===== config.mk =====
export PLATFORM = sky130hd
export DESIGN_NAME = dfr_receiver_ctrl
export DESIGN_NICKNAME = d
export VERILOG_FILES = /design/src/logic/dfr_pkg.sv /design/src/logic/dfr_receiver_ctrl.sv
export VERILOG_INCLUDE_DIRS = /design/src /design/src/logic
export SDC_FILE = /design/constraint.sdc
export NUM_CORES = 1
export LEC_CHECK = 0
export BUFFER_PORTS_ARGS = -buffer_cell sky130_fd_sc_hd__buf_2
export CORE_MARGIN = 8
export CORE_UTILIZATION = 56
export CTS_CLUSTER_DIAMETER = 200
export DETAILED_ROUTE_END_ITERATION = 6
export PLACE_DENSITY_LB_ADDON = 0.2
export SLEW_MARGIN = 20
export SYNTH_ARGS = -nofsm -noshare
export SYNTH_HDL_FRONTEND = slang
export SYNTH_SLANG_ARGS = --single-unit
export TNS_END_PERCENT = 30

===== constraint.sdc =====
create_clock -name sys_clk_in -period 1.6 [get_ports sys_clk_in]
set_input_delay 0.32 -clock sys_clk_in [delete_from_list [all_inputs] [get_ports sys_clk_in]]
set_output_delay 0.32 -clock sys_clk_in [all_outputs]
set_load 0.01 [all_outputs]

===== src/logic/dfr_consts.svh =====
/*
 holds offsets, field positions, reset values and counts of the dual receiver control block.
 assumes a plain register port with byte-wide locations and one-cycle read latency.
*/
`ifndef DFR_CONSTS_SVH
`define DFR_CONSTS_SVH
// register offsets
`define DFR_OFF_PORTB 4'h0
`define DFR_OFF_PORTC 4'h1
`define DFR_OFF_PORTD 4'h2
`define DFR_OFF_DIRB 4'h3
`define DFR_OFF_DIRC 4'h4
`define DFR_OFF_DIRD 4'h5
// port b fields
`define DFR_B_DEMOD 0
`define DFR_B_SEL_LO 1
`define DFR_B_SEL_HI 3
`define DFR_B_PWDN 7
// port b bits that are stored; the others read as zero or as receiver data
`define DFR_B_KEEP 8'h8e
// port c and d fields
`define DFR_C_DEMOD 0
`define DFR_C_SEL_MSB 3
`define DFR_D_PWDN 0
`define DFR_D_SEL_MID 4
`define DFR_D_SEL_LSB 5
// reset values and channel count
`define DFR_PORT_RST 8'h00
`define DFR_DIR_RST 8'hff
`define DFR_CHAN_COUNT 8
`endif


===== src/logic/dfr_pkg.sv =====
/*
 holds the types of the dual receiver control block.
 assumes nothing of its surroundings.
*/
package dfr_pkg;
  typedef logic [2:0] dfr_chan_type;
  typedef enum logic {DFR_NORMAL, DFR_POWERDOWN} dfr_mode_type;
endpackage : dfr_pkg


===== src/logic/dfr_receiver_ctrl.sv =====
/*
 holds the control-bit logic of two integrated fsk receivers, a and b.
 assumes firmware reaches the port bits over a plain register port, read data one cycle later.
*/
`timescale 1ns/1ps
`include "dfr_consts.svh"
module dfr_receiver_ctrl
  import dfr_pkg::*;
#(
  parameter int ADDR_W = 4
) (
  // clock and reset
  input wire logic sys_clk_in,
  input wire logic rst_in,
  // register port
  input wire logic [ADDR_W-1:0] reg_addr_in,
  input wire logic [7:0] reg_wdata_in,
  input wire logic reg_wr_in,
  input wire logic reg_rd_in,
  output logic [7:0] reg_rdata_out,
  // receiver side
  input wire logic rx_a_demod_in,
  input wire logic rx_b_demod_in,
  output logic [2:0] rx_a_chan_out,
  output logic [2:0] rx_b_chan_out,
  output logic rx_a_powerdown_out,
  output logic rx_b_powerdown_out,
  output logic rx_a_demod_out,
  output logic rx_b_demod_out
);

  // refuse address widths that cannot reach all six locations
  if (ADDR_W < 3) begin : g_addr_check
    $error("ADDR_W too small for the register map");
  end

  ////////////////////////////////////////////////////////////////////////////
  // decoding
  function automatic logic hit(input logic [ADDR_W-1:0] a, input logic [3:0] off);
    hit = (a == ADDR_W'(off));
  endfunction : hit

  logic [7:0] portb_q, portc_q, portd_q, dirb_q, dirc_q, dird_q;
  logic [7:0] rdata_q;
  dfr_chan_type a_chan_q, b_chan_q;
  logic a_data_q, b_data_q;
  dfr_mode_type a_mode, b_mode;

  wire wr_b = reg_wr_in && hit(reg_addr_in, `DFR_OFF_PORTB);
  wire wr_c = reg_wr_in && hit(reg_addr_in, `DFR_OFF_PORTC);
  wire wr_d = reg_wr_in && hit(reg_addr_in, `DFR_OFF_PORTD);
  wire wr_db = reg_wr_in && hit(reg_addr_in, `DFR_OFF_DIRB);
  wire wr_dc = reg_wr_in && hit(reg_addr_in, `DFR_OFF_DIRC);
  wire wr_dd = reg_wr_in && hit(reg_addr_in, `DFR_OFF_DIRD);

  // reserved port b bits 4..6 read zero; data bits show the receiver outputs
  wire [7:0] portb_view = {portb_q[7], 3'h0, portb_q[3:1], b_data_q};
  wire [7:0] portc_view = {portc_q[7:1], a_data_q};
  wire [7:0] rd_mux =
    hit(reg_addr_in, `DFR_OFF_PORTB) ? portb_view :
    hit(reg_addr_in, `DFR_OFF_PORTC) ? portc_view :
    hit(reg_addr_in, `DFR_OFF_PORTD) ? portd_q :
    hit(reg_addr_in, `DFR_OFF_DIRB) ? dirb_q :
    hit(reg_addr_in, `DFR_OFF_DIRC) ? dirc_q :
    hit(reg_addr_in, `DFR_OFF_DIRD) ? dird_q : 8'h00;

  // selects as wired to the port bits
  wire [2:0] a_sel_pins = {portc_q[`DFR_C_SEL_MSB], portd_q[`DFR_D_SEL_MID],
                           portd_q[`DFR_D_SEL_LSB]};
  wire [2:0] b_sel_pins = {portb_q[`DFR_B_SEL_HI], portb_q[2], portb_q[`DFR_B_SEL_LO]};

  assign a_mode = portd_q[`DFR_D_PWDN] ? DFR_POWERDOWN : DFR_NORMAL;
  assign b_mode = portb_q[`DFR_B_PWDN] ? DFR_POWERDOWN : DFR_NORMAL;

  ////////////////////////////////////////////////////////////////////////////
  // port registers
  always_ff @(posedge sys_clk_in) begin
    if (rst_in) begin
      portb_q <= `DFR_PORT_RST;
      portc_q <= `DFR_PORT_RST;
      portd_q <= `DFR_PORT_RST;
    end else begin
      if (wr_b) portb_q <= reg_wdata_in & `DFR_B_KEEP;
      if (wr_c) portc_q <= reg_wdata_in;
      if (wr_d) portd_q <= reg_wdata_in;
    end
  end

  // direction registers; firmware is expected to clear the control bits
  always_ff @(posedge sys_clk_in) begin
    if (rst_in) begin
      dirb_q <= `DFR_DIR_RST;
      dirc_q <= `DFR_DIR_RST;
      dird_q <= `DFR_DIR_RST;
    end else begin
      if (wr_db) dirb_q <= reg_wdata_in;
      if (wr_dc) dirc_q <= reg_wdata_in;
      if (wr_dd) dird_q <= reg_wdata_in;
    end
  end

  ////////////////////////////////////////////////////////////////////////////
  // receiver a: select and data frozen while powered down; the freeze reads the
  // stored power-down bit, so the cycle that writes it still takes one last sample
  // and the select follows the pins again one cycle after the bit is cleared
  always_ff @(posedge sys_clk_in) begin
    if (rst_in) begin
      a_chan_q <= 3'h0;
      a_data_q <= 1'h0;
    end else if (a_mode == DFR_NORMAL) begin
      a_chan_q <= a_sel_pins;
      a_data_q <= rx_a_demod_in;
    end
  end

  // receiver b: independent of receiver a
  always_ff @(posedge sys_clk_in) begin
    if (rst_in) begin
      b_chan_q <= 3'h0;
      b_data_q <= 1'h0;
    end else if (b_mode == DFR_NORMAL) begin
      b_chan_q <= b_sel_pins;
      b_data_q <= rx_b_demod_in;
    end
  end

  // read data one cycle after the strobe, zero otherwise
  always_ff @(posedge sys_clk_in) begin
    if (rst_in) rdata_q <= 8'h00;
    else rdata_q <= reg_rd_in ? rd_mux : 8'h00;
  end

  assign reg_rdata_out = rdata_q;
  assign rx_a_chan_out = a_chan_q;
  assign rx_b_chan_out = b_chan_q;
  assign rx_a_powerdown_out = portd_q[`DFR_D_PWDN];
  assign rx_b_powerdown_out = portb_q[`DFR_B_PWDN];
  assign rx_a_demod_out = a_data_q;
  assign rx_b_demod_out = b_data_q;

  ////////////////////////////////////////////////////////////////////////////
  // checks; antecedents of the disabled checks leave out a sampled reset, because an attempt that starts
  // on the release edge is not disabled and would otherwise meet reset values

  // power-down freeze of both receivers
  a_hold_pd_a: assert property (@(posedge sys_clk_in) disable iff (rst_in)
    !$past(rst_in) && $past(rx_a_powerdown_out) |->
      $stable(rx_a_chan_out) && $stable(rx_a_demod_out))
    else $error("receiver a changed while powered down");
  b_hold_pd_a: assert property (@(posedge sys_clk_in) disable iff (rst_in)
    !$past(rst_in) && $past(rx_b_powerdown_out) |->
      $stable(rx_b_chan_out) && $stable(rx_b_demod_out))
    else $error("receiver b changed while powered down");

  // power-down bits follow their writes
  a_pwdn_wr_a: assert property (@(posedge sys_clk_in) disable iff (rst_in)
    !rst_in && wr_d |=> rx_a_powerdown_out == $past(reg_wdata_in[0]))
    else $error("receiver a power-down bit not taken");
  b_pwdn_wr_a: assert property (@(posedge sys_clk_in) disable iff (rst_in)
    !rst_in && wr_b |=> rx_b_powerdown_out == $past(reg_wdata_in[7]))
    else $error("receiver b power-down bit not taken");

  // power-down bits hold while their location is not written
  a_pwdn_hold_a: assert property (@(posedge sys_clk_in) disable iff (rst_in)
    !rst_in && !wr_d |=> $stable(rx_a_powerdown_out))
    else $error("receiver a power-down bit moved without a write");
  b_pwdn_hold_a: assert property (@(posedge sys_clk_in) disable iff (rst_in)
    !rst_in && !wr_b |=> $stable(rx_b_powerdown_out))
    else $error("receiver b power-down bit moved without a write");

  // channel codes as wired to the port bits
  a_sel_map_a: assert property (@(posedge sys_clk_in) disable iff (rst_in)
    !rst_in && !rx_a_powerdown_out ##1 1 |-> rx_a_chan_out == $past(a_sel_pins))
    else $error("receiver a select mismatch");
  b_sel_map_a: assert property (@(posedge sys_clk_in) disable iff (rst_in)
    !rst_in && !rx_b_powerdown_out ##1 1 |-> rx_b_chan_out == $past(portb_q[3:1]))
    else $error("receiver b select mismatch");

  // each select moves only through its own port writes
  a_chan_indep_a: assert property (@(posedge sys_clk_in) disable iff (rst_in)
    !rst_in && !wr_c && !wr_d ##1 !rst_in && !wr_c && !wr_d |=>
      $stable(rx_a_chan_out))
    else $error("receiver a select moved without a port c or d write");
  b_chan_indep_a: assert property (@(posedge sys_clk_in) disable iff (rst_in)
    !rst_in && !wr_b ##1 !rst_in && !wr_b |=> $stable(rx_b_chan_out))
    else $error("receiver b select moved without a port b write");

  // demodulated data passes in normal mode
  a_data_path_a: assert property (@(posedge sys_clk_in) disable iff (rst_in)
    !rst_in && !rx_a_powerdown_out |=> rx_a_demod_out == $past(rx_a_demod_in))
    else $error("receiver a data not passed");
  b_data_path_a: assert property (@(posedge sys_clk_in) disable iff (rst_in)
    !rst_in && !rx_b_powerdown_out |=> rx_b_demod_out == $past(rx_b_demod_in))
    else $error("receiver b data not passed");

  // read views of the port locations
  b_data_read_a: assert property (@(posedge sys_clk_in) disable iff (rst_in)
    !rst_in && reg_rd_in && hit(reg_addr_in, `DFR_OFF_PORTB) |=>
      reg_rdata_out[0] == $past(rx_b_demod_out) && reg_rdata_out[6:4] == 3'h0)
    else $error("port b read wrong");
  a_data_read_a: assert property (@(posedge sys_clk_in) disable iff (rst_in)
    !rst_in && reg_rd_in && hit(reg_addr_in, `DFR_OFF_PORTC) |=>
      reg_rdata_out[0] == $past(rx_a_demod_out))
    else $error("port c read wrong");
  b_sel_read_a: assert property (@(posedge sys_clk_in) disable iff (rst_in)
    !rst_in && reg_rd_in && hit(reg_addr_in, `DFR_OFF_PORTB) |=>
      reg_rdata_out[3:1] == $past(portb_q[3:1]) &&
      reg_rdata_out[7] == $past(rx_b_powerdown_out))
    else $error("port b control bits read wrong");
  a_pwdn_read_a: assert property (@(posedge sys_clk_in) disable iff (rst_in)
    !rst_in && reg_rd_in && hit(reg_addr_in, `DFR_OFF_PORTD) |=>
      reg_rdata_out[`DFR_D_PWDN] == $past(rx_a_powerdown_out))
    else $error("port d power-down bit read wrong");

  // reset leaves both receivers in normal mode and the read data clear
  pd_reset_a: assert property (@(posedge sys_clk_in)
    rst_in |=> !rx_a_powerdown_out && !rx_b_powerdown_out && reg_rdata_out == 8'h00)
    else $error("outputs not cleared by reset");
endmodule : dfr_receiver_ctrl


==> Word-level counts from Yosys, hierarchy flattened <==
Index checks and enable logic that the tools add are counted.
{ "word_totals": {"register_bits": 60, "inputBits": 18, "output_inout_bits": 18, "wordCells": 35} }
{ "classes": {"n_eq_ne": 5, "n_mux": 8, "bitwise": 1, "n_reduce_logical": 9} }
{ "op_table": {"columns": ["cell", "count"], "rows": [
  ["8-bit 2-to-1 mux", 6],
  ["4-bit by 2-bit == test with 1-bit output, second input constant", 2],
  ["4-bit by 3-bit == test with 1-bit output, second input constant", 2],
  ["1-bit logical AND", 6],
  ["4-bit by 1-bit == test with 1-bit output, second input constant", 1],
  ["4-bit zero test", 1],
  ["3-bit OR reduction", 1],
  ["1-bit 2-to-1 mux", 2],
  ["2-bit OR reduction", 1],
  ["1-bit inverter", 1]
]} }

==> Longest topological paths before layout <==
{ "depth": {"word_depth": 7, "ltp_mapped": 6, "ltp_nobuf": 4} }

==> Least setup slack after synthesis <==
Ideal clock, no wire load.
{ "synth_path": {"path_type": "input to register", "from": "in reg_addr_in[1]", "to": "reg dird_q[1]", "setup_ns": 0.120, "arrival_time_ns": 1.301, "required_time_ns": 1.480, "setup_slack_ns": 0.179, "stages": 6, "path_buffers": 2, "path_cell_list": "buf_2 nand2b_4 nor3_4 buf_4 nor2_1 a211o_1"} }
{ "synth_via": {"elab_chain_len": 2} }
{ "synth_lines": {"columns": ["item", "line_no", "text"], "rows": [
  ["start: declaration", "dfr_receiver_ctrl.sv:16", "input wire logic [ADDR_W-1:0] reg_addr_in,"],
  ["4-bit by 3-bit == test with 1-bit output", "dfr_receiver_ctrl.sv:40", "hit = (a == ADDR_W'(off));"],
  ["1-bit logical AND", "dfr_receiver_ctrl.sv:54", "wire wr_dd = reg_wr_in && hit(reg_addr_in, `DFR_OFF_DIRD);"],
  ["end signal: assignment", "dfr_receiver_ctrl.sv:94", "dird_q <= `DFR_DIR_RST;"],
  ["end signal: assignment", "dfr_receiver_ctrl.sv:98", "if (wr_dd) dird_q <= reg_wdata_in;"],
  ["end: declaration", "dfr_receiver_ctrl.sv:43", "logic [7:0] portb_q, portc_q, portd_q, dirb_q, dirc_q, dird_q;"]
]} }
Every way passes these cells.
A chain may end at the register's enable or synchronous reset.

==> Final worst setup path <==
{ "layout_path": {"from": "reg portd_q[0]", "to": "out rx_a_powerdown_out"} }
{ "layout_lines": {"columns": ["item", "line_no", "text"], "rows": [
  ["start: declaration", "dfr_receiver_ctrl.sv:43", null],
  ["start signal: assignment", "dfr_receiver_ctrl.sv:81", "portd_q <= `DFR_PORT_RST;"],
  ["start signal: assignment", "dfr_receiver_ctrl.sv:85", "if (wr_d) portd_q <= reg_wdata_in;"],
  ["end: declaration", "dfr_receiver_ctrl.sv:26", "output logic rx_a_powerdown_out,"]
]} }
No word-level cell between the ends.

==> flow_summary.json <==
{
  "status": "finished, final reports clean",
  "cts_hold_buf": 0,
  "synth.area.mux_share_pct": 10.2,
  "drt-wirelength-per-cell_um": 16.7,
  "design_area_um2": 3060,
  "met3_length_um": 400,
  "rsz0062_at_grt": "false",
  "ios": 36,
  "avgSynthCellArea_um2": 8.82,
  "r2r_end": "reg_rdata_out[0]$_SDFF_PP0_",
  "synthXorXnorAreaFrac_pct": 0,
  "setup_viol": 0,
  "area_growth_pct": 19.5,
  "wl_met1_um": 2800,
  "ir_drop_mv": 0.701,
  "synthSimpleGateAreaFrac_pct": 27.1,
  "placed_cell_area_um2": 2860,
  "die_y_um": 83.6,
  "fin_tns_setup_ps": 0,
  "cts_buffers": 9,
  "max_freq_mhz": 667,
  "path_cells": "buf_2",
  "grt_pass1_vias": 2292,
  "place_inst": 376,
  "clk_pin_slew_ps": 70,
  "synth_cell_types": 31,
  "cap_violations": 0,
  "hold_slack_ps": 213,
  "rrSetupSlack_ps": 430,
  "wirelength_um": 6540,
  "start_kind": "flip-flop",
  "grt.total_usage_pct": 19.1,
  "start_util_pct": 58.3,
  "core_area_um2": 4380,
  "cts_setup_buffers": 0,
  "maxSlewHeadroom_pct": 67.6,
  "hp-start": "rx_a_demod_in",
  "overflow": 0,
  "drtAntennaViolNets": 0,
  "fp.dieW_um": 83.6,
  "route.detailed.drc": 0,
  "vias": 2260,
  "layoutNonFillerInstCount": 392,
  "timing.critical_path.buf_inv": 1,
  "synth_nets": 308,
  "synthAdderAreaFrac_pct": 0,
  "crit_path_max_fanout": 7,
  "ys_warn_count": 0,
  "met2_length_um": 3110,
  "hold_depth": 3,
  "grt_max_degree": 52,
  "dp_hpwl_um": 4630,
  "h-tree-depth": 3,
  "crit_family": "flip-flops",
  "via_per_inst": 5.77,
  "r2r_start": "portd_q[0]$_SDFFE_PP0P_",
  "synthCells": 290,
  "power.density_nw_per_um2": 1020,
  "portBuffers": 35,
  "diodes": 0,
  "finalCritPeriodShare_pct": 93.7,
  "drtIter0Drc": 151,
  "hold_class": "input pin to flip-flop",
  "routed.top_layer": "met4",
  "cts_buffer_depth": 2,
  "cts_root_buffer": "clkbuf_8",
  "worstMarginPinSlew_ps": 485,
  "report.final.hold_viol_count": 0,
  "drive_gt1_share_pct": 21.8,
  "critPathKind": "flip-flop to output port",
  "crit_required_ps": 1280,
  "cts_tree": "yes",
  "end_kind": "output port",
  "synth_area_um2": 2560,
  "dr.pass1.iters": 4,
  "grt_pass1_wl_um": 10800,
  "antenna_found_initial": 0,
  "nets": 353,
  "synth_compound_area_share_pct": 12.4,
  "r2r_cells": 3,
  "clock_skew_ps": 8.32,
  "min_to": "rx_a_demod_out$_SDFFE_PP0N_",
  "gp_congestion": 0.891,
  "synth_seq_cells": 59,
  "worst_skew_pair.late_latency_ps": 340,
  "ys_seq_area_share_pct": 46.2,
  "cts.sinks": 59,
  "cp_slowest_cell": "dfxtp_1",
  "arrival_ps": 1180,
  "critPathMaxStageDelay_ps": 620,
  "cts-resized-gates": 0,
  "std_cell_rows": 24,
  "min_period_ps": 1500,
  "synth_top_family_by_area": "simple AND/OR/NAND/NOR gates",
  "dieArea_um2": 6990,
  "p_leak_nw": 1.38,
  "finalMaxSlewViolations": 0,
  "post-route-util_pct": 69.7
}
==> cell usage after synthesis, drive strengths merged <==
master / n / share of area (%)
mux2i: 26 / 10
nor2b: 12 / 2.9
nor4: 2 / 0.73
nor2: 30 / 4.4
nand2: 49 / 7.3
a22o: 3 / 1.0
nor4b: 1 / 0.34
and4: 1 / 0.34
o2111ai: 2 / 0.69
inv: 4 / 0.59
o22ai: 6 / 1.5
nand3b: 20 / 5.9
clkbuf: 11 / 1.6
nand4: 2 / 0.49
nor3: 1 / 0.64
buf: 9 / 2.0
nand2b: 5 / 1.5
a311o: 2 / 0.78
o211ai: 2 / 0.59
a21oi: 9 / 1.8
a22oi: 6 / 1.8
dfxtp: 59 / 46
a211o: 8 / 2.7
or2: 1 / 0.24
nand4b: 1 / 0.34
nand3: 10 / 2.0
o21ai: 8 / 1.6
==> cell type report <==
cell class / count / area, µm²
clock buffer: 11 / 141
clock inverter: 5 / 52.6
fill: 364 / 1330
inverter: 4 / 15.0
multi-input combinational: 207 / 1270
sequential: 59 / 1180
tap: 52 / 65.1
timing repair buffer: 54 / 330
==> cell families (layout without fill, tap and decap cells) <==
logic type             Yosys count  after routing
AO/OA/AOI/OAI                   46             46
buffers and inverters           24             74
flip-flops                      59             59
multiplexers                    26             26
AND/OR/NAND/NOR                135            135
==> per-stage QoR <==
step / setup slack, ps / power, mW
4_1_cts: 96.7 / 3.14
6_report: 100 / 3.12
2_1_floorplan: 179 / 1.71
3_5_place_dp: 59.8 / 1.82
5_1_grt: 97.6 / 3.24
3_3_place_gp: 86.1 / 1.81
==> tightest hold or removal path, cell delays in order <==
cell and delay, ps:
buf_2 80, mux2i_1 50, nor2_1 70
==> worst max-delay path by stage <==
stage	start	cells past startpoint	end
2_1_floorplan	reg_addr_in[1]	6	dird_q[1]$_SDFFE_PP1P_
3_3_place_gp	reg_addr_in[1]	6	reg_rdata_out[7]$_SDFF_PP0_
3_5_place_dp	reg_addr_in[2]	5	reg_rdata_out[7]$_SDFF_PP0_
4_1_cts	portd_q[0]$_SDFFE_PP0P_	1	rx_a_powerdown_out
5_1_grt	portd_q[0]$_SDFFE_PP0P_	1	rx_a_powerdown_out
6_report	portd_q[0]$_SDFFE_PP0P_	1	rx_a_powerdown_out
==> sequential cells by signal (all words and copies together) (netlist names), 4 cells and up <==
name,count
dirb_q,8
dirc_q,8
dird_q,8
portd_q,8
reg_rdata_out,8
portc_q,7
portb_q,4
==> cells in the final DEF (no fill, tap or decap), drive strengths merged, types with 6 or more instances in the layout <==
cell    count
nand3b     20
mux2i      26
a22oi       6
clkbuf     11
a211o       8
nor2       30
buf        54
nor2b      12
dfxtp      59
nand2      49
a21oi       9
o22ai       6
o21ai       8
nand3      10
==> per-layer routing <==
layer | vias up | GRT usage [%]
met5 | - | 0
met4 | 0 | 12.4
met3 | 18 | 5.08
met2 | 72 | 30.2
met1 | 1073 | 22.1
li1 | 1097 | -
==> where the power goes <==
group / switching, mW / total (mW) / internal (mW)
Clock: 0.581 / 1.33 / 0.753
Sequential: 0.0174 / 1.52 / 1.50
Combinational: 0.158 / 0.271 / 0.113
Note: power is estimated with default switching activity, not from simulation.
